File: src/pkg/pscl_regs.vh
// Constants for the strap configuration latch: offsets, fields and resets.
// Functional notes
// - Copper mode: speed strap high means 100 Mb/s, low means 10 Mb/s; default high.
// - Sampled speed goes to control bit 13 and advertisement speed capability bits.
// - Shared speed pin is the speed strap only when fiber mode select is 0.
// - Fiber mode: shared pin is far-end-fault strap, high enables; default high.
// - Far-end-fault strap captured only at reset, held afterwards.
// - Duplex strap high means half duplex, low full duplex; default high.
// - Sampled duplex strap loads control register bit 8.
// - Autoneg strap high enables auto-negotiation, low disables; default high.
// - Sampled autoneg strap loads control register bit 12.
// - Fiber mode forces auto-negotiation disabled whatever the autoneg strap says.
// - Pull-up strap pins are inputs only during reset, outputs otherwise.
// - Pull-down strap pins are inputs only during reset, outputs otherwise.
`ifndef PSCL_REGS_VH
`define PSCL_REGS_VH
`define PSCL_ADR_CTRL       4'h0
`define PSCL_ADR_ADV        4'h4
`define PSCL_ADR_STRAP      4'h8
`define PSCL_ADR_PINOUT     4'hc
`define PSCL_CTRL_DUPLEX    8
`define PSCL_CTRL_ANEN      12
`define PSCL_CTRL_SPEED     13
`define PSCL_ADV_10HD       5
`define PSCL_ADV_10FD       6
`define PSCL_ADV_100HD      7
`define PSCL_ADV_100FD      8
`define PSCL_ST_SPEED       0
`define PSCL_ST_DUPLEX      1
`define PSCL_ST_ANEN        2
`define PSCL_ST_FEF         3
`define PSCL_ST_FIBER       4
`define PSCL_CTRL_RST       16'h3100
`define PSCL_ADV_RST        16'h01e1
`define PSCL_ADV_SEL        16'h0001
`endif

File: src/pscl_pin_cell.v
// Strap pin cell: input during reset, output driven by the block afterwards.
`timescale 1ns/10ps
`include "pscl_regs.vh"
module pscl_pin_cell (
	input  wire clk_i,
	input  wire rst_i,
	input  wire out_val_i,
	output reg  pin_o,
	output reg  pin_oe_n_o
);
	// The enable is held released while reset is high so the pull and board win.
	always @(posedge clk_i) begin
		pin_oe_n_o <= rst_i;
		pin_o      <= rst_i ? 1'b0 : out_val_i;
	end
endmodule // pscl_pin_cell

File: src/pscl_capture.v
// Strap capture: decodes pin levels into configuration at reset release.
`timescale 1ns/10ps
`include "pscl_regs.vh"
module pscl_capture (
	input  wire clk_i,
	input  wire rst_i,
	input  wire speed_pin_i,
	input  wire duplex_pin_i,
	input  wire anen_pin_i,
	input  wire fiber_mode_select_i,
	output reg  load_o,
	output reg  speed_100_o,
	output reg  half_duplex_o,
	output reg  autoneg_en_o,
	output reg  far_end_fault_o,
	output reg  fiber_o
);
	reg rst_d_reg;
	always @(posedge clk_i) begin
		rst_d_reg <= rst_i;
		load_o    <= 1'b0;
		if (rst_i) begin
			// Pull-up defaults stand until the first sample.
			speed_100_o     <= 1'b1;
			half_duplex_o   <= 1'b1;
			autoneg_en_o    <= 1'b1;
			far_end_fault_o <= 1'b1;
			fiber_o         <= 1'b0;
		end else if (rst_d_reg) begin
			// Sampled once, on the first edge after release; never again.
			load_o          <= 1'b1;
			fiber_o         <= fiber_mode_select_i;
			speed_100_o     <= fiber_mode_select_i ? 1'b1 : speed_pin_i;
			far_end_fault_o <= fiber_mode_select_i ? speed_pin_i : 1'b0;
			half_duplex_o   <= duplex_pin_i;
			autoneg_en_o    <= anen_pin_i & ~fiber_mode_select_i;
		end
	end
endmodule // pscl_capture

File: src/pscl_top.v
// Strap configuration latch with Wishbone access to control and advertisement.
`timescale 1ns/10ps
`include "pscl_regs.vh"
module pscl_top (
	input  wire        clk_i,
	input  wire        rst_i,
	input  wire        wb_cyc_i,
	input  wire        wb_stb_i,
	input  wire        wb_we_i,
	input  wire [3:0]  wb_adr_i,
	input  wire [3:0]  wb_sel_i,
	input  wire [31:0] wb_dat_i,
	output reg  [31:0] wb_dat_o,
	output reg         wb_ack_o,
	input  wire        fiber_mode_select_i,
	input  wire        speed_pin_i,
	output wire        speed_pin_o,
	output wire        speed_pin_oe_n_o,
	input  wire        duplex_pin_i,
	output wire        duplex_pin_o,
	output wire        duplex_pin_oe_n_o,
	input  wire        anen_pin_i,
	output wire        anen_pin_o,
	output wire        anen_pin_oe_n_o,
	output wire        far_end_fault_o
);
	reg  [15:0] ctrl_reg;
	reg  [15:0] adv_reg;
	reg  [2:0]  pinout_reg;
	wire        load;
	wire        s_speed;
	wire        s_half;
	wire        s_anen;
	wire        s_fef;
	wire        s_fiber;

	pscl_capture u_cap (
		.clk_i              (clk_i),
		.rst_i              (rst_i),
		.speed_pin_i        (speed_pin_i),
		.duplex_pin_i       (duplex_pin_i),
		.anen_pin_i         (anen_pin_i),
		.fiber_mode_select_i(fiber_mode_select_i),
		.load_o             (load),
		.speed_100_o        (s_speed),
		.half_duplex_o      (s_half),
		.autoneg_en_o       (s_anen),
		.far_end_fault_o    (s_fef),
		.fiber_o            (s_fiber)
	);

	assign far_end_fault_o = s_fef;

	// After reset the shared pins become outputs carrying the pinout register.
	genvar g;
	generate
		for (g = 0; g < 3; g = g + 1) begin : g_pin
			wire po;
			wire pe;
			pscl_pin_cell u_pin (
				.clk_i     (clk_i),
				.rst_i     (rst_i),
				.out_val_i (pinout_reg[g]),
				.pin_o     (po),
				.pin_oe_n_o(pe)
			);
			if (g == 0) begin : g_s
				assign speed_pin_o      = po;
				assign speed_pin_oe_n_o = pe;
			end else if (g == 1) begin : g_d
				assign duplex_pin_o      = po;
				assign duplex_pin_oe_n_o = pe;
			end else begin : g_a
				assign anen_pin_o      = po;
				assign anen_pin_oe_n_o = pe;
			end
		end
	endgenerate

	function [15:0] merge16;
		input [15:0] old;
		input [31:0] dat;
		input [3:0]  sel;
		begin
			merge16 = {sel[1] ? dat[15:8] : old[15:8], sel[0] ? dat[7:0] : old[7:0]};
		end
	endfunction

	wire req;
	wire wr;
	assign req = wb_cyc_i & wb_stb_i & ~wb_ack_o;
	// The write lands at the edge where the master sees ack, while its data is still held.
	assign wr  = wb_cyc_i & wb_stb_i & wb_ack_o & wb_we_i;

	always @(posedge clk_i) begin
		if (rst_i) begin
			ctrl_reg   <= `PSCL_CTRL_RST;
			adv_reg    <= `PSCL_ADV_RST;
			pinout_reg <= 3'h0;
		end else if (load) begin
			ctrl_reg[`PSCL_CTRL_SPEED]  <= s_speed;
			ctrl_reg[`PSCL_CTRL_ANEN]   <= s_anen;
			ctrl_reg[`PSCL_CTRL_DUPLEX] <= ~s_half;
			// Only the capabilities the strapped speed allows are advertised.
			adv_reg <= `PSCL_ADV_SEL | (16'h0001 << `PSCL_ADV_10HD)
				| (16'h0001 << `PSCL_ADV_10FD)
				| ({15'h0, s_speed} << `PSCL_ADV_100HD)
				| ({15'h0, s_speed} << `PSCL_ADV_100FD);
		end else if (wr) begin
			// Strap-loaded control and advertisement bits stay writable afterwards.
			case (wb_adr_i)
			`PSCL_ADR_CTRL: begin
				ctrl_reg <= merge16(ctrl_reg, wb_dat_i, wb_sel_i);
			end
			`PSCL_ADR_ADV: begin
				adv_reg <= merge16(adv_reg, wb_dat_i, wb_sel_i);
			end
			`PSCL_ADR_PINOUT: begin
				if (wb_sel_i[0])
					pinout_reg <= wb_dat_i[2:0];
			end
			default: begin
			end
			endcase
		end
	end

	always @(posedge clk_i) begin
		if (rst_i) begin
			wb_ack_o <= 1'b0;
			wb_dat_o <= 32'h0000_0000;
		end else begin
			wb_ack_o <= req;
			case (wb_adr_i)
			`PSCL_ADR_CTRL:   wb_dat_o <= {16'h0000, ctrl_reg};
			`PSCL_ADR_ADV:    wb_dat_o <= {16'h0000, adv_reg};
			`PSCL_ADR_STRAP:  wb_dat_o <= {27'h0, s_fiber, s_fef, s_anen, ~s_half, s_speed};
			`PSCL_ADR_PINOUT: wb_dat_o <= {29'h0, pinout_reg};
			default:          wb_dat_o <= 32'h0000_0000;
			endcase
		end
	end
endmodule // pscl_top

File: config.mk
export PLATFORM = sky130hd
export DESIGN_NAME = pscl_top
export DESIGN_NICKNAME = d
export VERILOG_FILES = /design/src/pscl_pin_cell.v /design/src/pscl_capture.v /design/src/pscl_top.v
export VERILOG_INCLUDE_DIRS = /design/src /design/src/pkg
export SDC_FILE = /design/constraint.sdc
export NUM_CORES = 1
export LEC_CHECK = 0
export BUFFER_PORTS_ARGS = -buffer_cell sky130_fd_sc_hd__buf_2
export CAP_MARGIN = 20
export CORE_ASPECT_RATIO = 1.5
export CORE_MARGIN = 2
export CORE_UTILIZATION = 43
export DETAILED_ROUTE_END_ITERATION = 7
export HOLD_SLACK_MARGIN = 0.06
export PLACE_DENSITY_LB_ADDON = 0.12
export SKIP_LAST_GASP = 1
export SLEW_MARGIN = 40
export SYNTH_ARGS = -nofsm -noshare
export SYNTH_HDL_FRONTEND = slang
export SYNTH_SLANG_ARGS = --single-unit
File: constraint.sdc
create_clock -name clk_i -period 1.9 [get_ports clk_i]
set_input_delay 0.095 -clock clk_i [delete_from_list [all_inputs] [get_ports clk_i]]
set_output_delay 0.095 -clock clk_i [all_outputs]
set_load 0.005 [all_outputs]
==> impl_results.md <==
- Outcome: finished, final reports clean
- GRT Util Overall: 21.50%
- Pre-CTS setup slack: 0.2456 ns
- Final worst path period need: 1.508 ns
- Via count: 2323
- Core Region: 0.005828 mm2
- Count of final setup violators: 0
- Post-Synth Adder-Cell Area: 0%
- Bufs on Longest Clock Path: 2
- Share of cells above drive strength 1: 24.53%
- Clock transition at path regs: 0.07 ns
- Post-Synth Simple-Gate Area: 19.08%
- GP Congestion: 0.8255
- Delay-heaviest family, CP: buffers and inverters
- CTS H-tree lvls: 3
- Synth top area cells: dfxtp_1 47%, mux2i_1 7.3%, nand2_1 5.6%
- CTS tree: built
- Dpl hpwl: 4316 um
- Reg2Reg Capture Point: pinout_reg[2]$_SDFFE_PP0P_
- Antenna-violating nets left: 0
- Post-synthesis cell count: 293
- Starting Density: 45.00%
- Final Slew Violations: 0
- Final worst-path cycle share: 79.37%
- Final WS setup: 0.3919 ns
- Drt drc: 0
- Post-layout net count: 419
- Die Y: 99.65 um
- Xor/xnor cell area share of the yosys netlist: 0%
- Largest family of logic cells by synthesized area: simple AND/OR/NAND/NOR gates
- CP cell instances: dlygate4sd3_1 -> buf_2 -> or3_1 -> a31oi_1
- Syn_area_per_cell: 8.951 um2
- Largest net degree at the start of global routing: 23
- Yosys cell types: 36
- YS warnings: 0
- Pleak: 1.377 nW
- DR pass1 iterations: 4
- Post-synthesis sequential area ratio: 47.33%
- Drt wl/cell: 14.60 um
- Crit path capture type: register
- Met2 track demand over resource: 34.69%
- Clock insertion delay at the later pin of the skew report: 0.35 ns
- Top cell type's share of synthesized area: 47.33%
- Synth area leader: dfxtp_1
- Syn-to-layout area delta: 29.29%
- Placed cell area: 0.002940 mm2
- Overall Power: 2.736 mW
- Slew Limit Headroom: 56.30%
- Crit path depth: 4
- First-pass GRT wire length: 10810 um
- Final core utilization: 58.18%
- Port Buffers: 54
- Final Hold Fails: 0
- Antenna diodes: 0
- Met3 usage: 5.090%
- Number of synthesized register bits: 62
- WP data required: 2.16 ns
- CP Launch Type: input pin
- Post-CTS Setup Inserts: 0
- Clk root buf: clkbuf_8
- GRT overflow: 0
- Synth Area in Compound Gates: 15.46%
- IO Pins: 89
- Crit path to: wb_dat_o[1]$_SDFF_PP0_
- Mux share of post-synthesis cell area: 8.111%
- Most Crowded Layer GR: met2
- Iter 0 DRT Violations: 161
- Hold slack: 0.1258 ns
- Crit-path slowest cell: or3_1
- Most common cell after layout, fill and taps aside: dfxtp_1
- Worst path bufs/invs: 2
- Clock sinks: 62
- Worst reg2reg setup slack: 0.55 ns
- Design Area, Final: 0.003391 mm2
- Antenna violations before repair: 0
- CTS buffer count: 9
- Die W: 67.77 um
- Max Freq: 0.6631 GHz
- Placed cells: 406
- Sum of negative setup slack: 0 ns
- Met1 Resource Use GR: 26.10%
- Final wirelength: 6526 um
- Max-cap violation count: 0
- Most frequent cells in the layout: 62 x dfxtp_1, 54 x buf_2, 39 x nand2_1
- P per Cell Area: 806.8 mW/mm2
- CP max FO: 16
- Final instance count without filler cells: 447
- Layout filler cell count: 544
- Max stage delay on crit path: 0.68 ns
- Worst Tran Pin Value: 0.6556 ns
- Worst setup path startpoint: rst_i
- Row count: 34
- Worst r2r src: wb_ack_o$_SDFF_PP0_
- Reg2reg path depth: 5
- Hold/Removal Path Class: input pin to register
- Skew final: 0.01000 ns
- Peak supply drop: 0.0005512 V
- Number of global-route vias before repair: 2238
- Post-Syn Area: 0.002623 mm2
- Vias per cell: 5.197
- Crit path kind: input pin to register
- Die area: 0.006752 mm2
- Worst path arrival time: 1.77 ns
- RSZ-0062 raised after global routing: no
-- layer usage --
layer	up-vias	share of wire [%]
met4	0	2.3
met1	1071	43
met3	10	4.4
met5	-	0
li1	1171	-
met2	71	50
-- logic make-up (layout without fill, tap and decap cells) --
logic type	after synthesis	in the layout
AND/OR/NAND/NOR	97	97
AO/OA/AOI/OAI	62	62
flip-flops	62	62
buffers and inverters	50	117
multiplexers	21	21
other	1	16
-- worst reg2reg max path: stages (launching register included) --
cell     delay [ns]
dfxtp_1        0.36
nand4_1        0.09
buf_4          0.23
nor3_1         0.24
buf_4          0.18
mux2i_1        0.17
-- cells in the mapped netlist, drive strengths merged --
cell type	n
nor2	18
nor4	5
dfxtp	62
a41oi	1
conb	1
o211ai	2
o31ai	16
a21oi	17
o21ai	4
or4	1
nor3	4
nand3b	1
nand4bb	1
nand2	39
a22oi	13
or2	3
nor4b	1
clkbuf	19
buf	23
a2bb2oi	1
or3	1
a31oi	8
nor2b	1
mux2	2
nand3	1
inv	8
mux2i	19
nand4	16
or4b	1
and4	1
nand2b	3
-- layout make-up --
| cell class | instances | area [um2] | area share [%] |
|---|---|---|---|
| tap | 72 | 90.09 | 2.657 |
| sequential | 62 | 1241 | 36.61 |
| multi-input combinational | 196 | 1191 | 35.13 |
| clock buffer | 12 | 155.1 | 4.576 |
| inverter | 8 | 30.03 | 0.8856 |
| timing repair buffer | 93 | 638.1 | 18.82 |
| clock inverter | 4 | 45.04 | 1.328 |
-- worst min path at each step --
stage | startpoint | end | cells past startpoint
global route | wb_sel_i[0] | adv_reg[1]$_SDFFE_PP0P_ | 3
CTS | wb_sel_i[0] | adv_reg[1]$_SDFFE_PP0P_ | 3
global placement | duplex_pin_i | u_cap.half_duplex_o$_SDFFE_PP1P_ | 3
finish | wb_sel_i[0] | adv_reg[3]$_SDFFE_PP0P_ | 3
floorplan | rst_i | g_pin[2].u_pin.pin_oe_n_o$_DFF_P_ | 0
detailed placement | duplex_pin_i | u_cap.half_duplex_o$_SDFFE_PP1P_ | 3
-- what timing repair did --
item                                    4_1_cts  5_1_grt
endpoints found under the hold margin        42        0
endpoints found under the setup margin        0        0
gates resized for setup                       0        0
hold buffers                                 25        0
-- report_power, final --
part           total [mW]  leakage [nW]  internal (mW)  switching [mW]
Combinational       0.226         0.769          0.101           0.125
Clock                1.18         0.106          0.671           0.511
Sequential           1.33         0.502           1.31          0.0123
Total                2.74          1.38           2.09           0.649
Note: power is estimated with default switching activity, not from simulation.
